**config.mk**
```make
export PLATFORM = sky130hd
export DESIGN_NAME = cit_core
export DESIGN_NICKNAME = d
export VERILOG_FILES = /design/src/shared/cit_pkg.sv /design/src/design/cit_decode.sv /design/src/design/cit_core.sv
export SDC_FILE = /design/constraint.sdc
export NUM_CORES = 1
export LEC_CHECK = 0
export BUFFER_PORTS_ARGS = -buffer_cell sky130_fd_sc_hd__buf_2
export CORE_AREA = 2 2 165 127
export CTS_BUF_LIST = sky130_fd_sc_hd__clkbuf_8 sky130_fd_sc_hd__clkbuf_16
export DETAILED_ROUTE_END_ITERATION = 10
export DIE_AREA = 0 0 167 129
export PLACE_DENSITY = 0.8
export SETUP_SLACK_MARGIN = 0.15
export SLEW_MARGIN = 10
export SYNTH_ARGS = -nofsm -noshare
export SYNTH_HDL_FRONTEND = slang
export SYNTH_SLANG_ARGS = --single-unit
export TNS_END_PERCENT = 10
```
**constraint.sdc**
```tcl
create_clock -name mclk -period 11.1 [get_ports mclk]
set_input_delay 1.11 -clock mclk [delete_from_list [all_inputs] [get_ports mclk]]
set_output_delay 1.11 -clock mclk [all_outputs]
set_load 0.005 [all_outputs]
```
**src/shared/cit_pkg.sv**
```systemverilog
`default_nettype none

package cit_pkg;

    // ------------------------------------------------------------
    // clock and throughput
    // ------------------------------------------------------------
    localparam int unsigned CLK_HZ       = 20_000_000;
    localparam int unsigned MAX_CLK_HZ   = 25_000_000;
    localparam int unsigned PEAK_MIPS    = 25;
    localparam int unsigned TOTAL_INSTR  = 109;
    localparam int unsigned ONE_CYC_CNT  = 26;
    localparam int unsigned TWO_CYC_CNT  = 50;
    localparam int unsigned THREE_CYC_CNT = 14;

    // ------------------------------------------------------------
    // status word layout and reset values
    // ------------------------------------------------------------
    localparam logic [7:0]  PSTAT_SFR_ADDR = 8'hD0;
    localparam int unsigned CARRY_BIT      = 7;
    localparam int unsigned PARITY_BIT     = 0;
    localparam logic [7:0]  PSTAT_RST      = 8'h00;
    localparam logic [7:0]  ACC_RST        = 8'h00;
    localparam logic [15:0] PC_RST         = 16'h0000;
    localparam logic [15:0] DP_RST         = 16'h0000;

    // ------------------------------------------------------------
    // opcodes handled inside the sequencer
    // ------------------------------------------------------------
    localparam logic [7:0] OP_CLR_A       = 8'hE4;
    localparam logic [7:0] OP_CPL_A       = 8'hF4;
    localparam logic [7:0] OP_ROTL        = 8'h23;
    localparam logic [7:0] OP_ROTL_CARRY  = 8'h33;
    localparam logic [7:0] OP_ROTR        = 8'h03;
    localparam logic [7:0] OP_ROTR_CARRY  = 8'h13;
    localparam logic [7:0] OP_SWAP_A      = 8'hC4;
    localparam logic [7:0] OP_CLR_CARRY   = 8'hC3;
    localparam logic [7:0] OP_SET_CARRY   = 8'hD3;
    localparam logic [7:0] OP_CPL_CARRY   = 8'hB3;
    localparam logic [7:0] OP_JMP_CARRY   = 8'h40;
    localparam logic [7:0] OP_JMP_NCARRY  = 8'h50;
    localparam logic [7:0] OP_LOAD_DP     = 8'h90;
    localparam logic [7:0] OP_CODE_RD_DP  = 8'h93;
    localparam logic [7:0] OP_CODE_RD_PC  = 8'h83;
    localparam logic [7:0] OP_MOV_A_IMM   = 8'h74;

    // ------------------------------------------------------------
    // types
    // ------------------------------------------------------------
    typedef enum logic [2:0] {
        CL_NOP,
        CL_ACC,
        CL_CARRY,
        CL_BRANCH,
        CL_DP_LOAD,
        CL_CODE_RD,
        CL_IMM_A,
        CL_DATA
    } cit_class_t;

    typedef struct packed {
        logic [1:0] len;
        logic [2:0] cyc;
        cit_class_t cls;
    } cit_dec_t;

    typedef struct packed {
        cit_class_t cls;
        logic [7:0] op;
        logic [7:0] b1;
        logic [7:0] b2;
        logic [7:0] acc;
    } cit_issue_t;

    typedef struct packed {
        logic       acc_we;
        logic [7:0] acc;
        logic       pstat_we;
        logic [7:0] pstat;
    } cit_wb_t;

endpackage

`default_nettype wire

```
**src/design/cit_decode.sv**
```systemverilog
`default_nettype none

module cit_decode (
    // opcode in
    input  wire logic [7:0]       opcode,
    // length, cycles, class out
    output cit_pkg::cit_dec_t     info
);

    // ------------------------------------------------------------
    // table of bytes and clocks per opcode
    // ------------------------------------------------------------
    always_comb begin
        info = '{len: 2'd1, cyc: 3'd1, cls: cit_pkg::CL_NOP};
        casez (opcode)
            8'hE4, 8'hF4, 8'h23, 8'h33, 8'h03, 8'h13, 8'hC4: begin
                info = '{2'd1, 3'd1, cit_pkg::CL_ACC};
            end
            8'hC3, 8'hD3, 8'hB3: begin
                info = '{2'd1, 3'd1, cit_pkg::CL_CARRY};
            end
            8'h40, 8'h50: begin
                info = '{2'd2, 3'd2, cit_pkg::CL_BRANCH};
            end
            8'h90: begin
                info = '{2'd3, 3'd3, cit_pkg::CL_DP_LOAD};
            end
            8'h93, 8'h83: begin
                info = '{2'd1, 3'd3, cit_pkg::CL_CODE_RD};
            end
            8'h74: begin
                info = '{2'd2, 3'd2, cit_pkg::CL_IMM_A};
            end
            8'b1110_1???, 8'b1111_1???, 8'b1100_1???: begin
                info = '{2'd1, 3'd1, cit_pkg::CL_DATA};
            end
            8'b1110_011?, 8'b1111_011?, 8'b1100_011?, 8'b1101_011?: begin
                info = '{2'd1, 3'd2, cit_pkg::CL_DATA};
            end
            8'b1010_1???, 8'b0111_1???, 8'b1000_1???,
            8'b1000_011?, 8'b1010_011?, 8'b0111_011?: begin
                info = '{2'd2, 3'd2, cit_pkg::CL_DATA};
            end
            8'hE5, 8'hF5, 8'hC5, 8'hC0, 8'hD0, 8'hC2, 8'hD2, 8'hB2: begin
                info = '{2'd2, 3'd2, cit_pkg::CL_DATA};
            end
            8'h85, 8'h75, 8'h63: begin
                info = '{2'd3, 3'd3, cit_pkg::CL_DATA};
            end
            8'b1110_001?, 8'b1111_001?, 8'hE0, 8'hF0: begin
                info = '{2'd1, 3'd3, cit_pkg::CL_DATA};
            end
            default: begin
                info = '{2'd1, 3'd1, cit_pkg::CL_NOP};
            end
        endcase
    end

endmodule

`default_nettype wire

```
**src/design/cit_core.sv**
```systemverilog
// Function
// - durations count plain system clocks, no machine-cycle grouping.
// - a conditional branch not taken finishes one clock sooner than taken.
// - opcodes, addressing and status flag effects match the classic family.
// - system clock at most 25 MHz, single-cycle ops give 25 MIPS peak.
// - 109 instructions; 26 take one clock, 50 two, 14 three.
// - xor immediate into direct byte: three bytes, three clocks.
// - clear, complement, rotates, rotates via carry, swap: one clock.
// - load accumulator from bank register 1/1, direct or immediate 2/2.
// - accumulator to or from indirect internal RAM: one byte, two clocks.
// - bank register from accumulator 1/1, from direct or immediate 2/2.
// - direct from acc, register, indirect 2/2; direct or immediate 3/3.
// - indirect RAM from direct byte or immediate: two bytes, two clocks.
// - load 16-bit data pointer with immediate: three bytes, three clocks.
// - code byte read into acc, base pointer or counter: 1 byte, 3 clocks.
// - external data moves either way, 8 or 16-bit address: 1 byte, 3.
// - push or pop of a direct byte: two bytes, two clocks.
// - exchange register 1/1, direct 2/2, indirect or low nibble 1/2.
// - carry clear, set, complement 1/1; same on direct bit 2/2.
// - carry sits in status word bit 7, status word at address 0xD0.
`default_nettype none

module cit_core (
    // clock and reset
    input  wire logic                 mclk,
    input  wire logic                 sys_rst,
    // program memory
    output logic [15:0]               code_addr,
    input  wire logic [7:0]           code_rdata,
    // datapath hand-off
    output logic                      issue_vld,
    output cit_pkg::cit_issue_t       issue,
    input  wire cit_pkg::cit_wb_t     wb,
    // architectural state
    output logic [7:0]                acc,
    output logic [7:0]                prog_status,
    output logic [15:0]               data_pointer,
    output logic [15:0]               prog_counter,
    // sequencing status
    output logic                      retire,
    output logic [2:0]                retire_cycles,
    output logic                      illegal_op,
    output logic [15:0]               retired_count
);

    // ------------------------------------------------------------
    // clock rate check
    // ------------------------------------------------------------
    localparam bit CLK_IN_RANGE =
        cit_pkg::CLK_HZ <= cit_pkg::MAX_CLK_HZ;

    // ------------------------------------------------------------
    // sequencer state
    // ------------------------------------------------------------
    typedef enum logic {
        ST_DECODE,
        ST_EXTEND
    } cit_state_t;

    cit_state_t          state_q;
    cit_state_t          state_d;
    logic [2:0]          cnt_q;
    logic [2:0]          cnt_d;
    logic [7:0]          op_q;
    logic [7:0]          b1_q;
    logic [7:0]          b2_q;
    logic [15:0]         pc_q;
    logic [15:0]         pc_d;
    logic [15:0]         addr_q;
    logic [15:0]         addr_d;
    logic [7:0]          acc_q;
    logic [7:0]          acc_d;
    logic [7:0]          pstat_q;
    logic [7:0]          pstat_d;
    logic [15:0]         dp_q;
    logic [15:0]         dp_d;
    cit_pkg::cit_issue_t issue_q;
    logic                issue_vld_q;
    logic                retire_q;
    logic [2:0]          rcyc_q;
    logic                ill_q;
    logic [15:0]         rcount_q;

    // ------------------------------------------------------------
    // decode of the current opcode
    // ------------------------------------------------------------
    wire                 first;
    wire [7:0]           cur_op;
    cit_pkg::cit_dec_t   dec;

    assign first  = state_q == ST_DECODE;
    assign cur_op = first ? code_rdata : op_q;

    cit_decode u_decode (
        .opcode (cur_op),
        .info   (dec)
    );

    // ------------------------------------------------------------
    // branch condition and cycle budget
    // ------------------------------------------------------------
    wire                 carry;
    wire                 is_branch;
    wire                 cond;
    wire                 taken;
    wire [2:0]           cyc_eff;
    wire                 last;

    assign carry     = pstat_q[cit_pkg::CARRY_BIT];
    assign is_branch = dec.cls == cit_pkg::CL_BRANCH;
    assign cond      = (cur_op == cit_pkg::OP_JMP_CARRY) ? carry : ~carry;
    assign taken     = is_branch && cond;
    // taken branch gets one extra clock for the target fetch
    assign cyc_eff   = dec.cyc + {2'b00, taken};
    assign last      = cnt_q == (cyc_eff - 3'd1);

    // ------------------------------------------------------------
    // operand bytes, live on the bus in their own cycle
    // ------------------------------------------------------------
    wire [7:0]           opnd1;
    wire [7:0]           opnd2;

    assign opnd1 = (cnt_q == 3'd1) ? code_rdata : b1_q;
    assign opnd2 = (cnt_q == 3'd2) ? code_rdata : b2_q;

    // ------------------------------------------------------------
    // next program counter and fetch address
    // ------------------------------------------------------------
    wire [15:0]          len16;
    wire [15:0]          rel16;
    wire [15:0]          fall_pc;
    wire [15:0]          next_pc;
    wire                 fetch_more;
    wire [15:0]          code_base;
    wire [15:0]          code_rd_addr;
    wire                 is_code_rd;

    assign len16        = {14'h0000, dec.len};
    assign rel16        = {{8{b1_q[7]}}, b1_q};
    assign fall_pc      = pc_q + len16;
    assign next_pc      = taken ? fall_pc + rel16 : fall_pc;
    assign fetch_more   = (cnt_q + 3'd1) < {1'b0, dec.len};
    assign is_code_rd   = dec.cls == cit_pkg::CL_CODE_RD;
    assign code_base    = (cur_op == cit_pkg::OP_CODE_RD_DP) ?
                          dp_q : pc_q + 16'h0001;
    assign code_rd_addr = code_base + {8'h00, acc_q};

    always_comb begin
        addr_d = addr_q;
        if (last) begin
            addr_d = next_pc;
        end else if (first && is_code_rd) begin
            addr_d = code_rd_addr;
        end else if (fetch_more) begin
            addr_d = pc_q + {13'h0000, cnt_q} + 16'h0001;
        end
    end

    assign pc_d = last ? next_pc : pc_q;

    // ------------------------------------------------------------
    // cycle counter and state
    // ------------------------------------------------------------
    always_comb begin
        state_d = state_q;
        cnt_d   = cnt_q;
        case (state_q)
            ST_DECODE: begin
                if (last) begin
                    cnt_d = 3'd0;
                end else begin
                    state_d = ST_EXTEND;
                    cnt_d   = 3'd1;
                end
            end
            ST_EXTEND: begin
                if (last) begin
                    state_d = ST_DECODE;
                    cnt_d   = 3'd0;
                end else begin
                    cnt_d = cnt_q + 3'd1;
                end
            end
            default: begin
                state_d = ST_DECODE;
                cnt_d   = 3'd0;
            end
        endcase
    end

    // ------------------------------------------------------------
    // local execution: accumulator, carry, pointer
    // ------------------------------------------------------------
    logic [7:0]          acc_base;
    logic [7:0]          pstat_base;
    logic [7:0]          acc_x;
    logic                carry_x;

    // datapath write-back lands first, local ops act on top of it
    assign acc_base   = wb.acc_we ? wb.acc : acc_q;
    assign pstat_base = wb.pstat_we ? wb.pstat : pstat_q;

    always_comb begin
        acc_x   = acc_base;
        carry_x = pstat_base[cit_pkg::CARRY_BIT];
        dp_d    = dp_q;
        if (last) begin
            case (dec.cls)
                cit_pkg::CL_ACC: begin
                    case (cur_op)
                        cit_pkg::OP_CLR_A: begin
                            acc_x = 8'h00;
                        end
                        cit_pkg::OP_CPL_A: begin
                            acc_x = ~acc_base;
                        end
                        cit_pkg::OP_ROTL: begin
                            acc_x = {acc_base[6:0], acc_base[7]};
                        end
                        cit_pkg::OP_ROTR: begin
                            acc_x = {acc_base[0], acc_base[7:1]};
                        end
                        cit_pkg::OP_ROTL_CARRY: begin
                            acc_x   = {acc_base[6:0], carry_x};
                            carry_x = acc_base[7];
                        end
                        cit_pkg::OP_ROTR_CARRY: begin
                            acc_x   = {carry_x, acc_base[7:1]};
                            carry_x = acc_base[0];
                        end
                        cit_pkg::OP_SWAP_A: begin
                            acc_x = {acc_base[3:0], acc_base[7:4]};
                        end
                        default: begin
                            acc_x = acc_base;
                        end
                    endcase
                end
                cit_pkg::CL_CARRY: begin
                    case (cur_op)
                        cit_pkg::OP_CLR_CARRY: begin
                            carry_x = 1'b0;
                        end
                        cit_pkg::OP_SET_CARRY: begin
                            carry_x = 1'b1;
                        end
                        cit_pkg::OP_CPL_CARRY: begin
                            carry_x = ~carry_x;
                        end
                        default: begin
                            carry_x = carry_x;
                        end
                    endcase
                end
                cit_pkg::CL_IMM_A: begin
                    acc_x = opnd1;
                end
                cit_pkg::CL_CODE_RD: begin
                    acc_x = b1_q;
                end
                cit_pkg::CL_DP_LOAD: begin
                    dp_d = {opnd1, opnd2};
                end
                default: begin
                    acc_x = acc_base;
                end
            endcase
        end
    end

    // parity tracks the accumulator as in the classic status word
    always_comb begin
        acc_d   = acc_x;
        pstat_d = pstat_base;
        pstat_d[cit_pkg::CARRY_BIT]  = carry_x;
        pstat_d[cit_pkg::PARITY_BIT] = ^acc_x;
    end

    // ------------------------------------------------------------
    // datapath issue
    // ------------------------------------------------------------
    wire                 issue_now;
    cit_pkg::cit_issue_t issue_d;

    assign issue_now = last && (dec.cls == cit_pkg::CL_DATA);
    assign issue_d   = '{cls: dec.cls, op: cur_op, b1: opnd1,
                         b2: opnd2, acc: acc_q};

    // ------------------------------------------------------------
    // registers
    // ------------------------------------------------------------
    always_ff @(posedge mclk or posedge sys_rst) begin
        if (sys_rst) begin
            state_q <= ST_DECODE;
            cnt_q   <= 3'd0;
            pc_q    <= cit_pkg::PC_RST;
            addr_q  <= cit_pkg::PC_RST;
        end else begin
            state_q <= state_d;
            cnt_q   <= cnt_d;
            pc_q    <= pc_d;
            addr_q  <= addr_d;
        end
    end

    always_ff @(posedge mclk or posedge sys_rst) begin
        if (sys_rst) begin
            op_q <= 8'h00;
            b1_q <= 8'h00;
            b2_q <= 8'h00;
        end else begin
            if (first) begin
                op_q <= code_rdata;
            end
            if (cnt_q == 3'd1) begin
                b1_q <= code_rdata;
            end
            if (cnt_q == 3'd2) begin
                b2_q <= code_rdata;
            end
        end
    end

    always_ff @(posedge mclk or posedge sys_rst) begin
        if (sys_rst) begin
            acc_q   <= cit_pkg::ACC_RST;
            pstat_q <= cit_pkg::PSTAT_RST;
            dp_q    <= cit_pkg::DP_RST;
        end else begin
            acc_q   <= acc_d;
            pstat_q <= pstat_d;
            dp_q    <= dp_d;
        end
    end

    always_ff @(posedge mclk or posedge sys_rst) begin
        if (sys_rst) begin
            issue_vld_q <= 1'b0;
            issue_q     <= '0;
        end else begin
            issue_vld_q <= issue_now;
            if (issue_now) begin
                issue_q <= issue_d;
            end
        end
    end

    always_ff @(posedge mclk or posedge sys_rst) begin
        if (sys_rst) begin
            retire_q <= 1'b0;
            rcyc_q   <= 3'd0;
            ill_q    <= 1'b0;
            rcount_q <= 16'h0000;
        end else begin
            retire_q <= last;
            ill_q    <= last && (dec.cls == cit_pkg::CL_NOP);
            if (last) begin
                rcyc_q   <= cyc_eff;
                rcount_q <= rcount_q + 16'h0001;
            end
        end
    end

    // ------------------------------------------------------------
    // outputs
    // ------------------------------------------------------------
    assign code_addr     = addr_q;
    assign issue_vld     = issue_vld_q;
    assign issue         = issue_q;
    assign acc           = acc_q;
    assign prog_status   = pstat_q;
    assign data_pointer  = dp_q;
    assign prog_counter  = pc_q;
    assign retire        = retire_q;
    assign retire_cycles = rcyc_q;
    assign illegal_op    = ill_q;
    assign retired_count = rcount_q;

endmodule

`default_nettype wire

```
==> parameters.txt, run 1 <==
Parameter                              Value

Synthesis
  Number of instances in the synthesized netlist    roughly 970
  Post-synthesis sequential element count    approximately 150
  Post-synthesis cell type count    between 80 and 90
  Summed instance area of the synthesized netlist    ~0.0098 mm²
  Area share of the leading cell type in the synthesized netlist    about two fifths
  Cell type with the largest total area after synthesis    dfrtp_1
  Mean post-synth cell area    between 10 and 15 µm²
  Synth Flop Type    dfrtp_1
  Share of synthesized registers carrying an async set or reset    100.0%
  Register area share after synthesis    approximately two fifths
  Post-synth EDFFs    0
  Net count after synthesis    ~1000
  Synth Warn #    0
  Synth area leaders    dfrtp_1 38%, mux2_4 5.7%, xnor2_1 5.6%

Clock tree
  Post-CTS Setup Repair Bufs    0
  CTS HTree Levels    4
  Number of clock buffers inserted by TritonCTS    17
  CTS sink count    149
  Clock slew seen by the registers of the worst setup and hold paths    around 0.070 ns
  Number of resized instances in the post-cts repair step    0
  Number of hold-repair buffers added at the cts stage    0
  CTS tree    done
  Clock network latency to the later pin of the worst-skew pair    about 0.44 ns
  CTS Buffer Depth    2
  Clock root buffer    clkbuf_16

GRT
  Via count of the first global-routing pass    a little under 8000
  Largest net degree at the start of global routing    100
  Number of antenna violations at the first check in global routing    0
  Layer with the highest usage after global routing    met2
  Grt total ovfl    0
  Met2 usage in global routing    between 30% and 40%
  Met3 Usage GRT    7.567%
  Met1 GRT Util    between 30% and 40%
  First-pass GRT wire length    between 40 and 50 mm
  GRT Resource Usage Total    between 20% and 30%

Critical path
  Arrival time of the worst setup path    a little under 7 ns
  Critical Path Start Type    register
  Maximum fanout encountered on the critical timing path    24
  Reg-to-reg slack, setup    around 4.5 ns
  Classification of the worst setup path    register to register
  Worst flop-to-flop path endpoint    code_addr[11]$_DFFE_PP0P_
  Data required, critical path    11.42 ns
  Path depth of the worst reg2reg path    21
  Worst flop-to-flop path startpoint    state_q$_DFF_PP0_
  Capturing element type of the critical path    register

Timing
  Final-layout setup total negative slack    0 ns
  Final hold slack    roughly 0.46 ns
  Minimum clock period after layout    about 6.6 ns
  Slew at the pin closest to its max-slew limit    around 1.1 ns
  Count of endpoints failing hold in the final timing report    0
  Final Slew Violations    0
  Setup repair after global routing missed its margin    no
  Final WS setup    about 4.5 ns
  Final setup skew    approximately 0.013 ns
  Final critical-path share of the clock period    59.03%
  Final number of setup-violating endpoints    0
  Max-slew headroom    25.77%
  Fmax    about 150 MHz

Finish
  Most common cell after layout, fill and taps aside    dfrtp_1
  Share of post-route cells with drive strength above 1    between 20% and 30%
  Number of nets in the final layout    ~1200
  Area of combinational cells with multiple inputs    ~0.0057 mm²
  Filler instances    ~1700
  Diodes inserted    0
  P&R area growth vs syn    14.78%
  Top library cells by usage in the layout, fill and taps aside    149 x dfrtp_1, 147 x buf_2, 83 x nand2_1, 79 x nor2_1, 62 x xnor2_1
  Area of all sequential standard cells    about 0.0037 mm²
  Utilization of the core after routing    between 50 and 60%

Route
  Remaining antenna violation count after routing    0
  DRC violations left    0
  Detailed-router iteration count before antenna repair    5
  Iter 0 DRT Violations    between 600 and 700
  Average via count per standard cell    about 6.0
  Avg WL per Cell    ~20 µm
  Total Routed Length    27.54 mm
  Vias post-DR    about 8000

Place
  I/O Buffers    about 150
  Placer congestion estimate    between 0.9 and 1
  Estimated wirelength of the detail-placed design    20.44 mm
  DP Worst Slack    between 4 and 5 ns

Floorplan
  Number of rows in the core area    45
  Initial core utilization    49.16%
  Core Footprint    between 0.015 and 0.02 mm²
  Die W    between 150 and 200 µm
  Area of the die    0.02154 mm²
  Chip height    roughly 130 µm
  Number of top-level pins    around 150

Run status
  Run status    finished clean

Min path
  Hold worst-path end    issue[34]$_DFFE_PP0P_
  Tightest Hold Check Type    register to register
  Number of instances on the worst hold path    1
  Hold path startpoint    issue[34]$_DFFE_PP0P_

Run
  Max_cap viols    0
[flip-flops by register name, summed over array words and instances, names as in the netlist, 3 cells and up]
register       count
prog_counter      16
op_q               8
cnt_q              3
retire_cycles      3
code_addr         16
b2_q               8
issue             35
acc                8
retired_count     16
prog_status        8
b1_q               8
data_pointer      16
[per-layer routing]
metal / wire length [µm] / vias up
li1: - / 3761
met1: 12430 / 3988
met3: 2633 / 52
met2: 11660 / 408
met4: 808 / 0
met5: 0 / -
[Yosys cell counts (3+ instances only)]
master,count
o22ai_1,7
inv_1,19
a211oi_1,25
fa_1,4
buf_4,4
nor3_1,26
mux2_4,37
dfrtp_1,149
nor3b_1,4
or2_2,5
o21ai_0,42
o21a_1,5
nor2_1,79
buf_2,12
a221o_1,8
nand3b_1,4
a21o_1,18
mux2i_1,18
xor2_1,33
or3_1,5
nand3_1,21
inv_2,3
nor4_1,5
ha_1,40
and3_1,15
xnor2_1,62
mux2_2,48
o211ai_1,13
buf_6,7
o2bb2ai_1,3
a31oi_1,6
o31ai_1,4
nand2_1,83
and3b_1,3
nand2b_1,8
a21oi_1,38
and4_1,4
nor2b_1,6
o31a_1,4
buf_1,3
or4_1,3
clkbuf_1,22
nand4_1,9
[cells by family after synthesis]
family | Yosys count | synth area share [%]
compound gates | 210 | 14.97
mux | 105 | 13.43
buf+inv | 70 | 3.534
simple gates | 294 | 15.21
xor+xnor | 96 | 8.746
flops | 149 | 38.16
fa+ha+maj | 44 | 5.942
[worst max-delay path, stage by stage (launching register included)]
cell       delay, ns
dfrtp_1         0.74
mux2i_2         0.55
inv_2           0.32
o211ai_2        0.19
o2bb2ai_1       0.13
and3_1          0.19
o211ai_1        0.12
o311ai_1        0.60
ha_1            0.31
fa_1            0.23
nand3_1         0.23
nor2_1          0.19
xor2_1          0.24
ha_1            0.34
a2111oi_0       0.59
a211oi_1        0.25
or3_1           0.39
a21oi_1         0.18
xnor2_1         0.11
mux2i_1         0.20
a21oi_1         0.10
a22o_1          0.23
[layout make-up]
class	instances	share of cell area (%)
multi-input combinational	749	50.81
sequential	149	33.25
timing repair buffer	155	7.096
clock buffer	17	3.793
tap	258	2.879
clock inverter	15	1.395
inverter	22	0.7810
[through the flow]
step / cell area, µm² / std cells
4_1_cts: 11210 / 1365
3_5_place_dp: 10630 / 1333
2_1_floorplan: 9771 / 968
3_3_place_gp: 10630 / 1333
6_report: 11210 / 1365
5_1_grt: 11210 / 1365
[how the worst max path moves through the flow]
stage	end	cells past startpoint	startpoint	slack, ns
2_1_floorplan	code_addr[11]$_DFFE_PP0P_	21	code_rdata[6]	5.43
3_3_place_gp	code_addr[11]$_DFFE_PP0P_	22	code_rdata[5]	4.42
3_5_place_dp	code_addr[11]$_DFFE_PP0P_	22	code_rdata[5]	4.31
4_1_cts	issue[1]$_DFFE_PP0P_	19	state_q$_DFF_PP0_	4.68
5_1_grt	code_addr[11]$_DFFE_PP0P_	21	state_q$_DFF_PP0_	4.04
6_report	code_addr[11]$_DFFE_PP0P_	21	state_q$_DFF_PP0_	4.55
Power of run 1 is not shown: default switching activity piles up to over one toggle a cycle in this logic, so the estimate is an artifact.
==> run 2, diff against run 1 <==
--- a/config.mk
+++ b/config.mk
@@ -10,7 +10,7 @@
 export CTS_BUF_LIST = sky130_fd_sc_hd__clkbuf_8 sky130_fd_sc_hd__clkbuf_16
 export DETAILED_ROUTE_END_ITERATION = 10
 export DIE_AREA = 0 0 167 129
-export PLACE_DENSITY = 0.8
+export PLACE_DENSITY = 0.83
 export SETUP_SLACK_MARGIN = 0.15
 export SLEW_MARGIN = 10
 export SYNTH_ARGS = -nofsm -noshare
==> constraint.sdc (replaced) <==
create_clock -name mclk -period 5.9 [get_ports mclk]
set_input_delay 0.59 -clock mclk [delete_from_list [all_inputs] [get_ports mclk]]
set_output_delay 0.59 -clock mclk [all_outputs]
set_load 0.005 [all_outputs]
==> parameters.txt, run 2 (same netlist as run 1, synthesis figures left out) <==
Parameter                              Value

Run status
  Run status    finished clean (unchanged)

Route
  Detailed-router iteration count before antenna repair    6 (was 5)
  Vias post-DR    8337 (was 8209)
  Total Routed Length    27.98 mm (was 27.54 mm)
  Avg WL per Cell    20.13 µm (was 20.17 µm)
  Iter 0 DRT Violations    930 (was 695)
  Average via count per standard cell    5.998 (was 6.014)
  Remaining antenna violation count after routing    0 (unchanged)
  DRC violations left    0 (unchanged)

GRT
  GRT Resource Usage Total    25.92% (was 25.79%)
  Number of antenna violations at the first check in global routing    0 (unchanged)
  Grt total ovfl    0 (unchanged)
  Via count of the first global-routing pass    7896 (was 7798)
  First-pass GRT wire length    43.72 mm (was 43.51 mm)
  Largest net degree at the start of global routing    97 (was 100)

Critical path
  Slowest stage delay, CP    0.40 ns (was 0.74 ns)
  Reg-to-reg slack, setup    0.38 ns (was 4.55 ns)
  Classification of the worst setup path    register to register (unchanged)
  Worst flop-to-flop path endpoint    code_addr[14]$_DFFE_PP0P_ (was code_addr[11]$_DFFE_PP0P_)
  Data required, critical path    6.22 ns (was 11.42 ns)
  CP bufs+invs    3 (was 1)
  Worst flop-to-flop path startpoint    state_q$_DFF_PP0_ (unchanged)
  Capturing element type of the critical path    register (unchanged)
  Worst path most repeated cell    o21ai_0
  Critical Path Start Type    register (unchanged)
  Slowest cell on the critical path    dfrtp_1 (unchanged)
  Cell class contributing the biggest share of worst-path delay    compound AO/OA/AOI/OAI gates (unchanged)
  Path depth of the worst reg2reg path    25 (was 21)
  Maximum fanout encountered on the critical timing path    36 (was 24)
  Arrival time of the worst setup path    5.84 ns (was 6.88 ns)

Timing
  Final Slew Violations    0 (unchanged)
  Slew at the pin closest to its max-slew limit    0.9903 ns (was 1.114 ns)
  Count of endpoints failing hold in the final timing report    0 (unchanged)
  Final hold slack    0.3465 ns (was 0.4622 ns)
  Final number of setup-violating endpoints    0 (unchanged)
  Final setup skew    0.01395 ns (was 0.01274 ns)
  Fmax    181.3 MHz (was 152.6 MHz)
  Setup repair after global routing missed its margin    yes (was no)
  Final-layout setup total negative slack    0 ns (unchanged)
  Max-slew headroom    33.98% (was 25.77%)
  Minimum clock period after layout    5.516 ns (was 6.552 ns)
  Final critical-path share of the clock period    93.49% (was 59.03%)

Finish
  Top library cells by usage in the layout, fill and taps aside    149 x dfrtp_1, 147 x buf_2, 83 x nand2_1, 79 x nor2_1, 62 x xnor2_1 (unchanged)
  Share of post-route cells with drive strength above 1    28.80% (was 27.01%)
  Most common cell after layout, fill and taps aside    dfrtp_1 (unchanged)
  Filler instances    1692 (was 1707)
  Number of nets in the final layout    1191 (was 1166)
  P&R area growth vs syn    17.65% (was 14.78%)
  Diodes inserted    0 (unchanged)
  Max FFs per register    35 (unchanged)
  Area of all sequential standard cells    0.003729 mm² (unchanged)
  Area of combinational cells with multiple inputs    0.005709 mm² (was 0.005698 mm²)

Floorplan
  Core Footprint    0.01988 mm² (unchanged)
  Chip height    129 µm (unchanged)
  Area of the die    0.02154 mm² (unchanged)
  Initial core utilization    49.16% (unchanged)
  Number of rows in the core area    45 (unchanged)
  Die W    167 µm (unchanged)
  Number of top-level pins    149 (unchanged)

Clock tree
  CTS tree    done (unchanged)
  Number of clock buffers inserted by TritonCTS    17 (unchanged)
  CTS sink count    149 (unchanged)
  CTS Buffer Depth    2 (unchanged)
  Clock network latency to the later pin of the worst-skew pair    0.44 ns (about the same)
  Number of hold-repair buffers added at the cts stage    0 (unchanged)
  Clock root buffer    clkbuf_16 (unchanged)
  CTS HTree Levels    4 (unchanged)
  Clock slew seen by the registers of the worst setup and hold paths    0.07 ns (about the same)

Place
  Estimated wirelength of the detail-placed design    20.91 mm (was 20.44 mm)
  Placer congestion estimate    0.9600 (was 0.9488)
  I/O Buffers    147 (unchanged)

Run
  Max_cap viols    0 (unchanged)

Min path
  Tightest Hold Check Type    input port to async pin (was register to register)
run 2: per-stage QoR:
stage,worst slack [ns],util [%],cell area [µm²],instances
6_report,0.3839,57.83,11490,1390
2_1_floorplan,0.7529,-,9771,968
3_3_place_gp,0.3277,54.57,10850,1358
5_1_grt,0.03336,57.83,11490,1390
3_5_place_dp,0.2743,54.57,10850,1358
4_1_cts,0.4275,57.78,11480,1390
run 2: routing by layer:
metal	global-route usage [%]	vias to the layer above	part of all wire, %
met5	0	-	0
met4	7.454	0	1.6
met3	5.291	34	9.0
met2	39.87	418	43
met1	37.30	4073	46
li1	-	3812	-
run 2: worst max-delay path by stage:
stage | startpoint | endpoint | cells past startpoint
4_1_cts | state_q$_DFF_PP0_ | code_addr[11]$_DFFE_PP0P_ | 23
3_5_place_dp | code_rdata[3] | code_addr[11]$_DFFE_PP0P_ | 23
3_3_place_gp | code_rdata[2] | code_addr[14]$_DFFE_PP0P_ | 25
6_report | state_q$_DFF_PP0_ | code_addr[14]$_DFFE_PP0P_ | 25
5_1_grt | state_q$_DFF_PP0_ | code_addr[14]$_DFFE_PP0P_ | 25
2_1_floorplan | code_rdata[6] | code_addr[11]$_DFFE_PP0P_ | 21
run 2: layout make-up:
cell class	count	area share, %
inverter	22	0.7619
tap	258	2.808
clock inverter	15	1.850
timing repair buffer	180	8.773
clock buffer	17	3.701
multi-input combinational	749	49.67
sequential	149	32.44
run 2: worst reg2reg max path: cells and delay by family (launching register included):
family | cells | cell delay, ns
AOI/OAI and AO/OA | 10 | 1.90
xor gates and xnor gates | 2 | 0.44
adders and majority gates | 2 | 0.57
buffers and inverters | 3 | 0.48
DFF | 1 | 0.40
and+or+nand+nor | 8 | 1.61
run 2: timing repair:
item,CTS,global route
endpoints found under the setup margin,0,11
resized for setup,0,3
buffers inserted,0,0
Power of run 2 is left out for the same reason.
==> run 3, diff against run 2 <==
--- a/config.mk
+++ b/config.mk
@@ -6,11 +6,13 @@
 export NUM_CORES = 1
 export LEC_CHECK = 0
 export BUFFER_PORTS_ARGS = -buffer_cell sky130_fd_sc_hd__buf_2
-export CORE_AREA = 2 2 165 127
+export CELL_PAD_IN_SITES_DETAIL_PLACEMENT = 1
+export CELL_PAD_IN_SITES_GLOBAL_PLACEMENT = 2
+export CORE_AREA = 2 2 202 155
 export CTS_BUF_LIST = sky130_fd_sc_hd__clkbuf_8 sky130_fd_sc_hd__clkbuf_16
 export DETAILED_ROUTE_END_ITERATION = 10
-export DIE_AREA = 0 0 167 129
-export PLACE_DENSITY = 0.83
+export DIE_AREA = 0 0 204 157
+export PLACE_DENSITY = 0.86
 export SETUP_SLACK_MARGIN = 0.15
 export SLEW_MARGIN = 10
 export SYNTH_ARGS = -nofsm -noshare
==> parameters.txt, run 3 (same netlist as run 1, synthesis figures left out) <==
Parameter                              Value

Timing
  Final critical-path share of the clock period    92.30% (was 93.49%)
  Fmax    183.6 MHz (was 181.3 MHz)
  Setup repair after global routing missed its margin    yes (unchanged)
  Final setup skew    0.01714 ns (was 0.01395 ns)
  Minimum clock period after layout    5.446 ns (was 5.516 ns)
  Final number of setup-violating endpoints    0 (unchanged)
  Count of endpoints failing hold in the final timing report    0 (unchanged)
  Final WS setup    0.4541 ns (was 0.3839 ns)
  Max-slew headroom    32.13% (was 33.98%)
  Final-layout setup total negative slack    0 ns (unchanged)
  Slew at the pin closest to its max-slew limit    1.018 ns (was 0.9903 ns)
  Final Slew Violations    0 (unchanged)

Clock tree
  Clock network latency to the later pin of the worst-skew pair    0.44 ns (about the same)
  Clock slew seen by the registers of the worst setup and hold paths    0.07 ns (about the same)
  CTS sink count    149 (unchanged)
  Number of hold-repair buffers added at the cts stage    0 (unchanged)
  CTS tree    done (unchanged)
  CTS HTree Levels    4 (unchanged)
  CTS Buffer Depth    2 (unchanged)
  Clock root buffer    clkbuf_16 (unchanged)
  Number of clock buffers inserted by TritonCTS    17 (unchanged)

Route
  Average via count per standard cell    5.366 (was 5.998)
  Routed metal-1 wire length    16.32 mm (was 12.86 mm)
  Met2 layer wire length in the routed design    14.87 mm (was 12.16 mm)
  Metal3 WL    1.535 mm (was 2.516 mm)
  Vias post-DR    8232 (was 8337)
  Total Routed Length    33.20 mm (was 27.98 mm)
  Detailed-router iteration count before antenna repair    6 (unchanged)
  Iter 0 DRT Violations    581 (was 930)
  DRC violations left    0 (unchanged)
  Highest signal layer in the routed design    met4 (unchanged)
  Remaining antenna violation count after routing    0 (unchanged)
  Avg WL per Cell    21.64 µm (was 20.13 µm)

Critical path
  Worst setup path start    state_q$_DFF_PP0_ (unchanged)
  Slowest cell on the critical path    dfrtp_2 (was dfrtp_1)
  Data required, critical path    6.23 ns (was 6.22 ns)
  Capturing element type of the critical path    register (unchanged)
  Path depth of the worst reg2reg path    23 (was 25)
  Cell class contributing the biggest share of worst-path delay    compound AO/OA/AOI/OAI gates (unchanged)
  Cell chain of the critical path    buf_12 > nor3b_1 > o22a_2 > buf_4 > and4_4 > nor4b_4 > o311ai_4 > ha_1 > fa_1 > nand3_1 > nor2_1 > xor2_1 > ha_1 > buf_4 > a2111o_1 > o21ai_0 > a211oi_1 > or3_1 > a21oi_1 > xnor2_1 > mux2i_1 > a21oi_1 > a22o_1
  Critical Path Start Type    register (unchanged)
  CP bufs+invs    3 (unchanged)
  Worst flop-to-flop path startpoint    state_q$_DFF_PP0_ (unchanged)
  Destination of the critical timing path    code_addr[11]$_DFFE_PP0P_ (was code_addr[14]$_DFFE_PP0P_)
  Reg-to-reg slack, setup    0.45 ns (was 0.38 ns)
  Classification of the worst setup path    register to register (unchanged)
  Slowest stage delay, CP    0.45 ns (was 0.40 ns)
  Cell depth of the worst setup path    23 (was 25)
  Arrival time of the worst setup path    5.77 ns (was 5.84 ns)
  Maximum fanout encountered on the critical timing path    18 (was 36)
  Worst flop-to-flop path endpoint    code_addr[11]$_DFFE_PP0P_ (was code_addr[14]$_DFFE_PP0P_)

Finish
  Max FFs per register    35 (unchanged)
  P&R area growth vs syn    20.44% (was 17.65%)
  Diodes inserted    0 (unchanged)
  Number of nets in the final layout    1194 (was 1191)
  Filler instances    3444 (was 1692)
  Area of all sequential standard cells    0.003730 mm² (was 0.003729 mm²)
  Post-route cell area    0.01177 mm² (was 0.01149 mm²)
  Most common cell after layout, fill and taps aside    dfrtp_1 (unchanged)
  Final Instance Count excl. Fillers    1534 (was 1390)
  Area of combinational cells with multiple inputs    0.005801 mm² (was 0.005709 mm²)
  Top library cells by usage in the layout, fill and taps aside    148 x dfrtp_1, 147 x buf_2, 83 x nand2_1, 77 x nor2_1, 61 x xnor2_1 (was 149 x dfrtp_1, 147 x buf_2, 83 x nand2_1, 79 x nor2_1, 62 x xnor2_1)
  Share of post-route cells with drive strength above 1    30.04% (was 28.80%)

GRT
  GRT Resource Usage Total    20.87% (was 25.92%)
  Grt total ovfl    0 (unchanged)
  Largest net degree at the start of global routing    86 (was 97)
  Number of antenna violations at the first check in global routing    1 (was 0)
  First-pass GRT wire length    50.78 mm (was 43.72 mm)
  Via count of the first global-routing pass    8399 (was 7896)

Floorplan
  Area of the die    0.03203 mm² (was 0.02154 mm²)
  Chip height    157 µm (was 129 µm)
  Number of top-level pins    149 (unchanged)
  Number of rows in the core area    55 (was 45)
  Initial core utilization    32.71% (was 49.16%)
  Die W    204 µm (was 167 µm)
  Core Footprint    0.02987 mm² (was 0.01988 mm²)

Run status
  Run status    finished clean (unchanged)

Run
  Max_cap viols    0 (unchanged)

Place
  Estimated wirelength of the detail-placed design    24.73 mm (was 20.91 mm)
  Total placed cells including tap cells    1498 (was 1358)
  Placement Cell Area    0.01103 mm² (was 0.01085 mm²)
  I/O Buffers    147 (unchanged)
  DP Worst Slack    -0.04548 ns (was 0.2743 ns)
  Placer congestion estimate    0.9040 (was 0.9600)

Min path
  Tightest Hold Check Type    input port to async pin (unchanged)
[run 3: changes by cell type in the layout (fill, tap and decap cells not counted), sizes merged]
cell and change:
inv +2, bufinv -2, clkinv -1, clkbuf +3, buf +2, clkinvlp -1
[run 3: final cells by class]
type / instances / area share [%]
clock buffers: 19 / 3.849
clock inverters: 13 / 1.159
inverters: 22 / 0.7443
multi-input cells: 749 / 49.29
flip-flops and latches: 149 / 31.70
well taps: 399 / 4.242
repair buffers: 183 / 9.017
[run 3: metal layers]
layer,track usage (%),vias to the layer above
met5,0,-
met4,5.072,0
met3,3.913,32
met2,32.35,205
met1,30.00,4179
li1,-,3816
[run 3: worst min-delay path by stage]
stage	from	end	slack, ns	cells past startpoint
after global routing	sys_rst	retired_count[9]$_DFFE_PP0P_	0.38	2
after CTS	sys_rst	retired_count[12]$_DFFE_PP0P_	0.35	2
final	sys_rst	retired_count[12]$_DFFE_PP0P_	0.32	2
after detailed placement	issue[32]$_DFFE_PP0P_	issue[32]$_DFFE_PP0P_	0.45	1
after global placement	issue[32]$_DFFE_PP0P_	issue[32]$_DFFE_PP0P_	0.45	1
after floorplan	issue[32]$_DFFE_PP0P_	issue[32]$_DFFE_PP0P_	0.46	1
[run 3: what timing repair did]
action | 4_1_cts | 5_1_grt
pin swaps | 0 | 3
buffers inserted | 0 | 3
gates resized for setup | 2 | 19
cloned | 0 | 1
setup endpoints to repair | 3 | 10
[run 3: stage by stage]
stage | hold WS, ns | utilization, %
final | 0.3205 | 39.40
after global routing | 0.3758 | 39.40
after CTS | 0.3490 | 38.94
after detailed placement | 0.4535 | 36.93
after global placement | 0.4480 | 36.93
after floorplan | 0.4650 | -
[run 3: worst reg2reg max path: cells and delay by family, from the launching register on]
kind	cells	cell delay, ns
AO/OA/AOI/OAI	8	1.58
AND/OR/NAND/NOR	6	1.31
adder cells (fa/ha/maj)	3	1.00
buffers and inverters	3	0.50
flip-flops	1	0.45
XOR/XNOR	2	0.31
multiplexers	1	0.20
Power of run 3 is left out for the same reason.
